$ cat src/rtl/rrs_pkg.sv
package rrs_pkg;
    localparam int RRS_DATA_W = 8;
    localparam int RRS_PC_W = 13;
    localparam int RRS_STACK_DEPTH = 16;
    localparam int RRS_RET_CYCLES = 2;
    localparam int RRS_SKIP_CYCLES = 2;
    localparam logic RRS_GIE_RESET = 1'b0;
    localparam logic RRS_GIE_ON = 1'b1;
    localparam logic [7:0] RRS_ACC_RESET = 8'h00;
    localparam logic [3:0] RRS_FLAGS_RESET = 4'h0;
    // Flag vector positions
    localparam int RRS_FLAG_C = 0;
    localparam int RRS_FLAG_AC = 1;
    localparam int RRS_FLAG_Z = 2;
    localparam int RRS_FLAG_OV = 3;

    typedef enum logic [3:0] {
        RRS_OP_NONE,
        RRS_OP_SUBROUTINE_RETURN,
        RRS_OP_RETURN_LITERAL,
        RRS_OP_INTERRUPT_RETURN,
        RRS_OP_ROTATE_LEFT_MEM,
        RRS_OP_ROTATE_LEFT_TO_ACC,
        RRS_OP_ROTATE_LEFT_CARRY_MEM,
        RRS_OP_ROTATE_LEFT_CARRY_TO_ACC,
        RRS_OP_ROTATE_RIGHT_MEM,
        RRS_OP_ROTATE_RIGHT_TO_ACC,
        RRS_OP_ROTATE_RIGHT_CARRY_MEM,
        RRS_OP_ROTATE_RIGHT_CARRY_TO_ACC,
        RRS_OP_SUBTRACT_WITH_BORROW,
        RRS_OP_SUBTRACT_WITH_BORROW_TO_MEM,
        RRS_OP_DECREMENT_SKIP_ZERO,
        RRS_OP_DECREMENT_SKIP_ZERO_TO_ACC
    } rrs_op_t;
endpackage

$ cat src/rtl/rrs_stack_mem.sv
`timescale 1ns/1ps
module rrs_stack_mem
    import rrs_pkg::*;
#(
    parameter int WIDTH = RRS_PC_W,
    parameter int DEPTH = RRS_STACK_DEPTH,
    parameter int AW = $clog2(DEPTH)
) (
    input wire logic mclk,
    input wire logic wr_en,
    input wire logic [AW-1:0] wr_addr,
    input wire logic [WIDTH-1:0] wr_data,
    input wire logic [AW-1:0] rd_addr,
    output logic [WIDTH-1:0] rd_data
);
    logic [WIDTH-1:0] mem [DEPTH];

    // Elaboration check: a one-entry stack cannot hold a nested return
    if (DEPTH < 2 || AW != $clog2(DEPTH)) begin : g_bad_depth
        $error("rrs_stack_mem: DEPTH must be at least 2 and AW must match it");
    end

    always_ff @(posedge mclk) begin
        if (wr_en) begin
            mem[wr_addr] <= wr_data;
        end
        rd_data <= mem[rd_addr];
    end
endmodule

$ cat src/rtl/rrs_exec.sv
`timescale 1ns/1ps
module rrs_exec
    import rrs_pkg::*;
#(
    parameter int PC_W = RRS_PC_W,
    parameter int STACK_DEPTH = RRS_STACK_DEPTH
) (
    input wire logic mclk,
    input wire logic rst_b,
    input wire logic op_valid,
    input wire rrs_op_t op_code,
    input wire logic [7:0] op_imm,
    input wire logic [7:0] mem_rdata,
    input wire logic push_en,
    input wire logic [PC_W-1:0] push_pc,
    output logic op_ready,
    output logic [7:0] acc_q,
    output logic [3:0] flags_q,
    output logic gie_q,
    output logic [PC_W-1:0] pc_load,
    output logic pc_load_en,
    output logic [7:0] mem_wdata,
    output logic mem_we,
    output logic skip_next
);
    localparam int AW = $clog2(STACK_DEPTH);

    // Pointer wraps by width, so only power-of-two depths are served
    if (PC_W < 1 || STACK_DEPTH < 2 || (1 << AW) != STACK_DEPTH) begin : g_bad_params
        $error("rrs_exec: STACK_DEPTH must be a power of two, PC_W positive");
    end

    typedef enum logic [1:0] {RRS_ST_IDLE, RRS_ST_POP, RRS_ST_DUMMY} rrs_state_t;

    function automatic logic [8:0] rrs_rot(input logic [7:0] v, input logic left, input logic thru_c,
                                           input logic cin);
        logic in_bit;
        in_bit = thru_c ? cin : (left ? v[7] : v[0]);
        if (left) begin
            rrs_rot = {v[7], v[6:0], in_bit};
        end else begin
            rrs_rot = {v[0], in_bit, v[7:1]};
        end
    endfunction

    rrs_state_t state_q, state_d;
    logic [7:0] acc_d;
    logic [3:0] flags_d;
    logic gie_d;
    logic [AW-1:0] sp_q, sp_d;
    logic [PC_W-1:0] pc_load_d;
    logic pc_load_en_d, skip_d, mem_we_d;
    logic [7:0] mem_wdata_d;
    logic [PC_W-1:0] top_pc;
    logic [8:0] rot;
    logic [8:0] sum;
    logic [4:0] nib;
    logic [7:0] dec;
    logic take;

    assign take = op_valid && state_q == RRS_ST_IDLE;
    assign op_ready = state_q == RRS_ST_IDLE;

    rrs_stack_mem #(.WIDTH(PC_W), .DEPTH(STACK_DEPTH), .AW(AW)) u_stack (
        .mclk(mclk),
        .wr_en(push_en),
        .wr_addr(sp_q),
        .wr_data(push_pc),
        .rd_addr(AW'(sp_q - 1'b1)),
        .rd_data(top_pc)
    );

    always_comb begin
        state_d = state_q;
        acc_d = acc_q;
        flags_d = flags_q;
        gie_d = gie_q;
        sp_d = push_en ? AW'(sp_q + 1'b1) : sp_q;
        pc_load_d = pc_load;
        pc_load_en_d = 1'b0;
        skip_d = 1'b0;
        mem_we_d = 1'b0;
        mem_wdata_d = mem_wdata;
        rot = 9'h000;
        sum = {1'b0, acc_q} + {1'b0, ~mem_rdata} + {8'h00, flags_q[RRS_FLAG_C]};
        nib = {1'b0, acc_q[3:0]} + {1'b0, ~mem_rdata[3:0]} + {4'h0, flags_q[RRS_FLAG_C]};
        dec = mem_rdata - 8'h01;
        case (state_q)
            RRS_ST_IDLE: begin
                if (take) begin
                    case (op_code)
                        RRS_OP_SUBROUTINE_RETURN, RRS_OP_RETURN_LITERAL, RRS_OP_INTERRUPT_RETURN: begin
                            // Stack read is registered, so PC lands in the second cycle
                            state_d = RRS_ST_POP;
                            if (op_code == RRS_OP_RETURN_LITERAL) begin
                                acc_d = op_imm;
                            end
                            if (op_code == RRS_OP_INTERRUPT_RETURN) begin
                                gie_d = RRS_GIE_ON;
                            end
                        end
                        RRS_OP_ROTATE_LEFT_MEM, RRS_OP_ROTATE_LEFT_TO_ACC, RRS_OP_ROTATE_LEFT_CARRY_MEM,
                        RRS_OP_ROTATE_LEFT_CARRY_TO_ACC, RRS_OP_ROTATE_RIGHT_MEM, RRS_OP_ROTATE_RIGHT_TO_ACC,
                        RRS_OP_ROTATE_RIGHT_CARRY_MEM, RRS_OP_ROTATE_RIGHT_CARRY_TO_ACC: begin
                            rot = rrs_rot(mem_rdata,
                                op_code inside {RRS_OP_ROTATE_LEFT_MEM, RRS_OP_ROTATE_LEFT_TO_ACC,
                                    RRS_OP_ROTATE_LEFT_CARRY_MEM, RRS_OP_ROTATE_LEFT_CARRY_TO_ACC},
                                op_code inside {RRS_OP_ROTATE_LEFT_CARRY_MEM, RRS_OP_ROTATE_LEFT_CARRY_TO_ACC,
                                    RRS_OP_ROTATE_RIGHT_CARRY_MEM, RRS_OP_ROTATE_RIGHT_CARRY_TO_ACC},
                                flags_q[RRS_FLAG_C]);
                            if (op_code inside {RRS_OP_ROTATE_LEFT_CARRY_MEM, RRS_OP_ROTATE_LEFT_CARRY_TO_ACC,
                                    RRS_OP_ROTATE_RIGHT_CARRY_MEM, RRS_OP_ROTATE_RIGHT_CARRY_TO_ACC}) begin
                                flags_d[RRS_FLAG_C] = rot[8];
                            end
                            if (op_code inside {RRS_OP_ROTATE_LEFT_TO_ACC, RRS_OP_ROTATE_LEFT_CARRY_TO_ACC,
                                    RRS_OP_ROTATE_RIGHT_TO_ACC, RRS_OP_ROTATE_RIGHT_CARRY_TO_ACC}) begin
                                acc_d = rot[7:0];
                            end else begin
                                mem_we_d = 1'b1;
                                mem_wdata_d = rot[7:0];
                            end
                        end
                        RRS_OP_SUBTRACT_WITH_BORROW, RRS_OP_SUBTRACT_WITH_BORROW_TO_MEM: begin
                            flags_d[RRS_FLAG_C] = sum[8];
                            flags_d[RRS_FLAG_AC] = nib[4];
                            flags_d[RRS_FLAG_Z] = sum[7:0] == 8'h00;
                            flags_d[RRS_FLAG_OV] = (acc_q[7] != mem_rdata[7]) && (sum[7] != acc_q[7]);
                            if (op_code == RRS_OP_SUBTRACT_WITH_BORROW) begin
                                acc_d = sum[7:0];
                            end else begin
                                mem_we_d = 1'b1;
                                mem_wdata_d = sum[7:0];
                            end
                        end
                        RRS_OP_DECREMENT_SKIP_ZERO, RRS_OP_DECREMENT_SKIP_ZERO_TO_ACC: begin
                            if (op_code == RRS_OP_DECREMENT_SKIP_ZERO) begin
                                mem_we_d = 1'b1;
                                mem_wdata_d = dec;
                            end else begin
                                acc_d = dec;
                            end
                            if (dec == 8'h00) begin
                                skip_d = 1'b1;
                                state_d = RRS_ST_DUMMY;
                            end
                        end
                        default: begin
                        end
                    endcase
                end
            end
            RRS_ST_POP: begin
                // A push in the same cycle is not expected during a return
                pc_load_d = top_pc;
                pc_load_en_d = 1'b1;
                sp_d = AW'(sp_q - 1'b1);
                state_d = RRS_ST_IDLE;
            end
            RRS_ST_DUMMY: begin
                state_d = RRS_ST_IDLE;
            end
            default: begin
                state_d = RRS_ST_IDLE;
            end
        endcase
    end

    always_ff @(posedge mclk or negedge rst_b) begin
        if (!rst_b) begin
            state_q <= RRS_ST_IDLE;
            acc_q <= RRS_ACC_RESET;
            flags_q <= RRS_FLAGS_RESET;
            gie_q <= RRS_GIE_RESET;
            sp_q <= '0;
            pc_load <= '0;
            pc_load_en <= 1'b0;
            skip_next <= 1'b0;
            mem_we <= 1'b0;
            mem_wdata <= 8'h00;
        end else begin
            state_q <= state_d;
            acc_q <= acc_d;
            flags_q <= flags_d;
            gie_q <= gie_d;
            sp_q <= sp_d;
            pc_load <= pc_load_d;
            pc_load_en <= pc_load_en_d;
            skip_next <= skip_d;
            mem_we <= mem_we_d;
            mem_wdata <= mem_wdata_d;
        end
    end

    chk_ret_two_cycles: assert property (@(posedge mclk) disable iff (!rst_b)
        take && op_code == RRS_OP_SUBROUTINE_RETURN |-> ##2 pc_load_en && $stable(flags_q))
        else $error("return did not load pc in two cycles");
    chk_ret_literal_acc: assert property (@(posedge mclk) disable iff (!rst_b)
        take && op_code == RRS_OP_RETURN_LITERAL |=> acc_q == $past(op_imm))
        else $error("return literal did not load acc");
    chk_interrupt_return_sets_gie: assert property (@(posedge mclk) disable iff (!rst_b)
        take && op_code == RRS_OP_INTERRUPT_RETURN |=> gie_q ##1 pc_load_en)
        else $error("interrupt return did not enable interrupts");
    chk_rotl_mem: assert property (@(posedge mclk) disable iff (!rst_b)
        take && op_code == RRS_OP_ROTATE_LEFT_MEM |=> mem_we && mem_wdata == {$past(mem_rdata[6:0]), $past(mem_rdata[7])})
        else $error("rotate left memory wrong");
    chk_rotl_acc: assert property (@(posedge mclk) disable iff (!rst_b)
        take && op_code == RRS_OP_ROTATE_LEFT_TO_ACC |=> !mem_we && acc_q == {$past(mem_rdata[6:0]), $past(mem_rdata[7])})
        else $error("rotate left to acc wrong");
    chk_rotlc_carry: assert property (@(posedge mclk) disable iff (!rst_b)
        take && op_code == RRS_OP_ROTATE_LEFT_CARRY_MEM |=> flags_q[0] == $past(mem_rdata[7]) && mem_wdata[0] == $past(flags_q[0]))
        else $error("rotate left carry wrong");
    chk_rotrc_carry: assert property (@(posedge mclk) disable iff (!rst_b)
        take && op_code == RRS_OP_ROTATE_RIGHT_CARRY_MEM |=> flags_q[0] == $past(mem_rdata[0]) && mem_wdata[7] == $past(flags_q[0]))
        else $error("rotate right carry wrong");
    chk_rotr_acc: assert property (@(posedge mclk) disable iff (!rst_b)
        take && op_code == RRS_OP_ROTATE_RIGHT_TO_ACC |=> !mem_we && acc_q == {$past(mem_rdata[0]), $past(mem_rdata[7:1])})
        else $error("rotate right to acc wrong");
    chk_rotr_mem: assert property (@(posedge mclk) disable iff (!rst_b)
        take && op_code == RRS_OP_ROTATE_RIGHT_MEM |=> mem_we && mem_wdata == {$past(mem_rdata[0]), $past(mem_rdata[7:1])})
        else $error("rotate right memory wrong");
    chk_rotlc_acc: assert property (@(posedge mclk) disable iff (!rst_b)
        take && op_code == RRS_OP_ROTATE_LEFT_CARRY_TO_ACC |=> !mem_we && flags_q[0] == $past(mem_rdata[7])
            && acc_q == {$past(mem_rdata[6:0]), $past(flags_q[0])})
        else $error("rotate left carry to acc wrong");
    chk_dec_skip: assert property (@(posedge mclk) disable iff (!rst_b)
        take && op_code == RRS_OP_DECREMENT_SKIP_ZERO && mem_rdata == 8'h01 |=> skip_next && !op_ready ##1 op_ready)
        else $error("decrement skip did not skip");
endmodule

$ cat config.mk
export PLATFORM = sky130hd
export DESIGN_NAME = rrs_exec
export DESIGN_NICKNAME = d
export VERILOG_FILES = /design/src/rtl/rrs_pkg.sv /design/src/rtl/rrs_stack_mem.sv /design/src/rtl/rrs_exec.sv
export SDC_FILE = /design/constraint.sdc
export NUM_CORES = 1
export LEC_CHECK = 0
export ABC_AREA = 1
export BUFFER_PORTS_ARGS = -buffer_cell sky130_fd_sc_hd__buf_2
export CORE_ASPECT_RATIO = 1.4
export CORE_MARGIN = 3
export CORE_UTILIZATION = 40
export CTS_BUF_LIST = sky130_fd_sc_hd__clkbuf_8
export DETAILED_ROUTE_END_ITERATION = 10
export SYNTH_ARGS = -nofsm -noshare
export SYNTH_HDL_FRONTEND = slang
export SYNTH_SLANG_ARGS = --single-unit
$ cat constraint.sdc
create_clock -name mclk -period 2.1 [get_ports mclk]
set_input_delay 0.21 -clock mclk [delete_from_list [all_inputs] [get_ports mclk]]
set_output_delay 0.21 -clock mclk [all_outputs]
set_load 0.01 [all_outputs]
* Word level (Yosys, flattened, before mapping) *
Memory sizes are Yosys's and may differ from the RTL's. A register that Yosys moved wholly into a read port is not among the register bits.
Index checks and enable logic that the tools add are counted.

operators by class
  add/sub/neg operators = 7
  equality and inequality tests = 29
  multiplexer cells = 33
  bitwise logic cells = 2
  reduce and logical (&&, ||, !) cells = 22

operator list
  operator                                              count
  two-way mux 8 bit                                     7
  equality test 4 bit (second input constant)           8
  case mux 8 bit (4 select lines)                       1
  case mux 8 bit (3 select lines)                       1
  equality test 4 x 3 -> 1 bit (second input constant)  4
  zero test 8 bit                                       2
  inequality test 2 bit (second input constant)         8
  nonzero test 4 bit                                    4
  two-way mux 1 bit                                     15
  adder 8 x 8 -> 9 bit                                  1
  adder 9 x 1 -> 9 bit                                  1
  two-way mux 9 bit                                     1
  equality test 4 x 2 -> 1 bit (second input constant)  2
  two-way mux 4 bit                                     2
  inverter 8 bit                                        1
  AND reduction 4 bit                                   2
  OR reduction 8 bit                                    1
  subtractor 8 x 1 -> 8 bit (second input constant)     1
  AND reduction 7 bit                                   1
  two-way mux 2 bit                                     3
  AND reduction 3 bit                                   2
  AND reduction 6 bit                                   1
  adder 4 x 4 -> 5 bit                                  1
  adder 5 x 1 -> 5 bit                                  1
  18 further kinds                                      22

storage, ports and cells
  flip-flop bits (word level) = 43
  RAM bits = 208
  output and inout port bits = 38
  memories kept = 1

memories
  name         words  width  read ports  clocked after memory_dff  write ports  line                 source
  u_stack.mem  16     13     1           1                         1            rrs_stack_mem.sv:16  logic [WIDTH-1:0] mem [DEPTH];

* Logic depth before layout (Yosys ltp) *
  depth in word-level cells = 7
  mapped depth = 14

* Cells and area by module *
A second synthesis with hierarchy kept.

unflattened totals
  cell total of the unflattened synthesis = 1,298
  area total of the unflattened synthesis = 12,199.2 µm²

by module, submodules not included
  module         times used  cells an instance  area each (µm²)  seq. area each (µm²)
  rrs_stack_mem  1           878                9,272.6          6,506.2
  rrs_exec       1           420                2,926.6          1,076.0

* Worst setup path after synthesis *
Ideal clock, no wire load.

  path type = register to register
  from = reg sp_q[0]
  to = mem u_stack.mem[10][0] in the netlist's numbering, enable pin
  library setup time = 0.382 ns
  arrival = 1.746 ns
  setup slack = -0.028 ns
  stages on the path, launching flop included = 8
  buffers on the path = 3
  path through = dfrtp_1 buf_4 inv_4 buf_4 buf_4 ha_1 nand2_1 nor2_1

RTL lines
  item                      line                 source
  start: declaration        rrs_exec.sv:50       logic [AW-1:0] sp_q, sp_d;
  start signal: assignment  rrs_exec.sv:185      sp_q <= sp_d;
  end: declaration          rrs_stack_mem.sv:16

Straight into the memory's write port.

* Worst setup path in the final report *
  from = reg acc_q[0]
  to = reg flags_q[2]

between the ends
  word-level cells in the longest chain between the ends = 3

RTL lines
  item                      line             source
  start: declaration        rrs_exec.sv:17   output logic [7:0] acc_q,
  start signal: assignment  rrs_exec.sv:171  acc_q <= RRS_ACC_RESET;
  start signal: assignment  rrs_exec.sv:182  acc_q <= acc_d;
  adder 8 x 8 -> 9 bit      rrs_exec.sv:85   sum = {1'b0, acc_q} + {1'b0, ~mem_rdata} + {8'h00, flags_q[RRS_FLAG_C]};
  adder 9 x 1 -> 9 bit      rrs_exec.sv:85
  zero test 8 bit           rrs_exec.sv:126  flags_d[RRS_FLAG_Z] = sum[7:0] == 8'h00;
  end signal: assignment    rrs_exec.sv:183  flags_q <= flags_d;
  end: declaration          rrs_exec.sv:18   output logic [3:0] flags_q,

No other way between the ends.
A chain may end at the register's enable or synchronous reset.

==> impl_metrics.env <==
export IMPL_avgSynthCellArea_um2=11.0
export IMPL_finClkSkew_ns=0.0177
export IMPL_min_path_cells=5
export IMPL_dieArea_mm2=0.0310
export IMPL_synth_compound_area_frac=0.118
export IMPL_fp_dieW_um=150
export IMPL_dp_cells=1507
export IMPL_cts_tree="done"
export IMPL_worst_setup_path_start_kind="flop"
export IMPL_r2r_end="flags_q[2]$_DFFE_PN0P_"
export IMPL_htree_levels=2
export IMPL_vias=8068
export IMPL_antenna_found_initial=1
export IMPL_fill_cells=2611
export IMPL_synthSimpleGateAreaFrac=0.149
export IMPL_ff2ff_path_depth=8
export IMPL_hpwlAfterDp_um=20000
export IMPL_status="completed"
export IMPL_path_cells="fa_2 > fa_2 > xnor2_1 > nor3b_1 > nand4_1 > nor2_1 > nand2_1 > nand2_1"
export IMPL_period_share=0.935
export IMPL_fp_row_count=73
export IMPL_postSynth_asyncResetShare=0.163
export IMPL_gp_congestion=0.937
export IMPL_synth_top_family_by_area="simple AND/OR/NAND/NOR gates"
export IMPL_die_y_um=207
export IMPL_via_per_inst=5.09
export IMPL_synth_area_leaders="edfxtp_1 54%, dfrtp_1 9.3%, nor2_1 6.9%, o21ai_0 5.6%, nand2_1 5.1%"
export IMPL_area_growth_pct=16.2
export IMPL_grt_pass1_wl_um=44900
export IMPL_synth_top_area_frac=0.541
export IMPL_drive_gt1_frac=0.183
export IMPL_worst_hold_path_endpoint="acc_q[0]$_DFFE_PN0P_"
export IMPL_slowest_delay_ns=0.40
export IMPL_ys_ff_latch=264
export IMPL_synth_xor_area_frac=0.00910
export IMPL_track_usage=0.186
export IMPL_synth_common_cells="213 x nor2_1, 208 x edfxtp_1, 156 x nand2_1"
export IMPL_clk_latency_ns=0.54
export IMPL_drt_total_wl_um=29100
export IMPL_yosysMostFrequentCell="nor2_1"
export IMPL_tightest_slew_ns=0.580
export IMPL_stdcell_count=1585
export IMPL_synth_ff_type="edfxtp_1"
export IMPL_grt_max_degree=95
export IMPL_cp_end_kind="flop"
export IMPL_crit_arrival_ns=2.43
export IMPL_max_freq_mhz=509
export IMPL_drtPass1Iterations=7
export IMPL_vdd_drop_max_mv=0.832
export IMPL_power_density_mw_per_mm2=1370
export IMPL_slew_headroom=0.611
export IMPL_grt_overflow_total=0
export IMPL_antenna_left=0
export IMPL_hold_viol=0
export IMPL_reg2reg_from="acc_q[0]$_DFFE_PN0P_"
export IMPL_fin_crit_ns=1.96
export IMPL_syn_num_nets=1109
export IMPL_path_clk_slew_ns=0.06
export IMPL_clock_path_buffers=3
export IMPL_final_nets=1239
export IMPL_synthMuxAreaShare=0
export IMPL_cp_max_fo=3
export IMPL_finalSetupViolations=0
export IMPL_wire_per_inst_um=18.3
export IMPL_power_leakage_nw=5.27
export IMPL_start_util=0.407
export IMPL_rsz0062_at_grt="no"
export IMPL_syn_inst=1050
export IMPL_hp_start="op_imm[0]"
export IMPL_cpMaxStageDelayCell="dfrtp_1"
export IMPL_total_power_mw=18.4
export IMPL_drv_cap=0
export IMPL_synth_top_area_cell="edfxtp_1"
export IMPL_drt_iter0_markers=484
export IMPL_drc_errors=0
export IMPL_ioPinCount=75
export IMPL_netlist_area_mm2=0.0116
export IMPL_grt_pass1_vias=8195
export IMPL_slew_violations=0
export IMPL_synth_edf_count=208
export IMPL_r2r_slack_ns=0.14
export IMPL_crit_required_ns=2.57
export IMPL_synth_adder_area_share=0.0251
export IMPL_ys_seq_area_frac=0.656
export IMPL_core_area_mm2=0.0284
export IMPL_cts_sinks=264
export IMPL_path_class="reg -> reg"
export IMPL_hold_class="in -> reg"
export IMPL_numCtsBuffers=41
export IMPL_yosysUniqueCellTypes=46
export IMPL_num_antenna_cells=0
export IMPL_yosys_warnings=0
export IMPL_cts_root_buf="clkbuf_8"
export IMPL_portBuffers=74
==> cell type report <==
class                      instances  area [µm²]  share of cell area
sequential                       264        7590               0.565
inverter                          49         186              0.0139
multi-input combinational        686        3490               0.260
timing repair buffer             138         963              0.0718
tap                              375         469              0.0350
clock buffer                      44         606              0.0451
clock inverter                    29         123             0.00914
==> registers in the layout, summed over array words and instances, names as in the netlist <==
register and count:
acc_q 8, flags_q 4, mem_we 1, u_stack.rd_data 13
skip_next 1, state_q 2, gie_q 1, pc_load 13
mem_wdata 8, u_stack.mem 208, pc_load_en 1, sp_q 4
==> repair_timing <==
action	in CTS	in global routing
endpoints found under the setup margin	0	8
endpoints found under the hold margin	26	0
setup buffers	0	0
resized for setup	0	2
hold buffers	5	0
==> how the worst max path moves through the flow <==
stage                               startpoint                           end  slack, ns  cells past startpoint
final                     acc_q[0]$_DFFE_PN0P_        flags_q[2]$_DFFE_PN0P_       0.14                      8
after global routing      acc_q[0]$_DFFE_PN0P_      mem_wdata[6]$_DFFE_PN0P_      0.004                     10
after CTS                 acc_q[0]$_DFFE_PN0P_        flags_q[2]$_DFFE_PN0P_       0.03                      8
after detailed placement          mem_rdata[0]      mem_wdata[4]$_DFFE_PN0P_      0.004                     11
after global placement            mem_rdata[0]      mem_wdata[4]$_DFFE_PN0P_       0.02                     11
after floorplan            sp_q[0]$_DFFE_PN0P_  u_stack.mem[10][0]$_DFFE_PP_      -0.03                      7
==> critical path: cells and delay by family (launching register included) <==
family | cells | cell delay, ns
fa+ha+maj | 2 | 0.75
xor+xnor | 1 | 0.20
simple gates | 5 | 0.57
flops | 1 | 0.40
==> per-layer routing <==
layer / vias up / global-route usage / share of wire
met5: - / 0 / 0.00045
met4: 2 / 0.0651 / 0.029
met3: 61 / 0.0319 / 0.053
met2: 236 / 0.327 / 0.51
met1: 3846 / 0.230 / 0.40
li1: 3923 / - / -
==> layout by cell type, fill, tap and decap left out, types with 21 or more instances in the layout <==
cell,Yosys,layout
dfrtp_1,43,42
o21ai_1,27,27
buf_4,10,51
nor2_1,213,213
inv_1,39,57
buf_2,9,74
nand2_1,156,156
clkbuf_8,0,44
nand3_1,32,32
o21ai_0,130,130
o211ai_1,21,21
edfxtp_1,208,208
==> cell families (layout without fill, tap and decap cells) <==
kind of cell | Yosys count | in the layout
xor gates and xnor gates | 9 | 9
and+or+nand+nor | 425 | 425
adders and majority gates | 22 | 22
AOI/OAI and AO/OA | 230 | 230
DFF | 264 | 264
buffers and inverters | 100 | 260
==> stage by stage <==
step | setup TNS [ns] | instance area (µm²) | hold slack (ns) | utilization | setup slack [ns]
final | 0 | 13400 | 0.0335 | 0.472 | 0.136
after global placement | 0 | 12600 | 0.240 | 0.445 | 0.0151
after detailed placement | 0 | 12600 | 0.243 | 0.445 | 0.00420
after floorplan | -2.58 | 11600 | -0.0856 | - | -0.0283
after global routing | 0 | 13400 | 0.0112 | 0.472 | 0.00375
after CTS | 0 | 13400 | 0.0000368 | 0.472 | 0.0285
==> power by group <==
group	switching (mW)	internal [mW]
combinational	4.95	2.83
sequential	0.340	6.47
clock	1.93	1.93
Power figures use the tool's default switching activity.
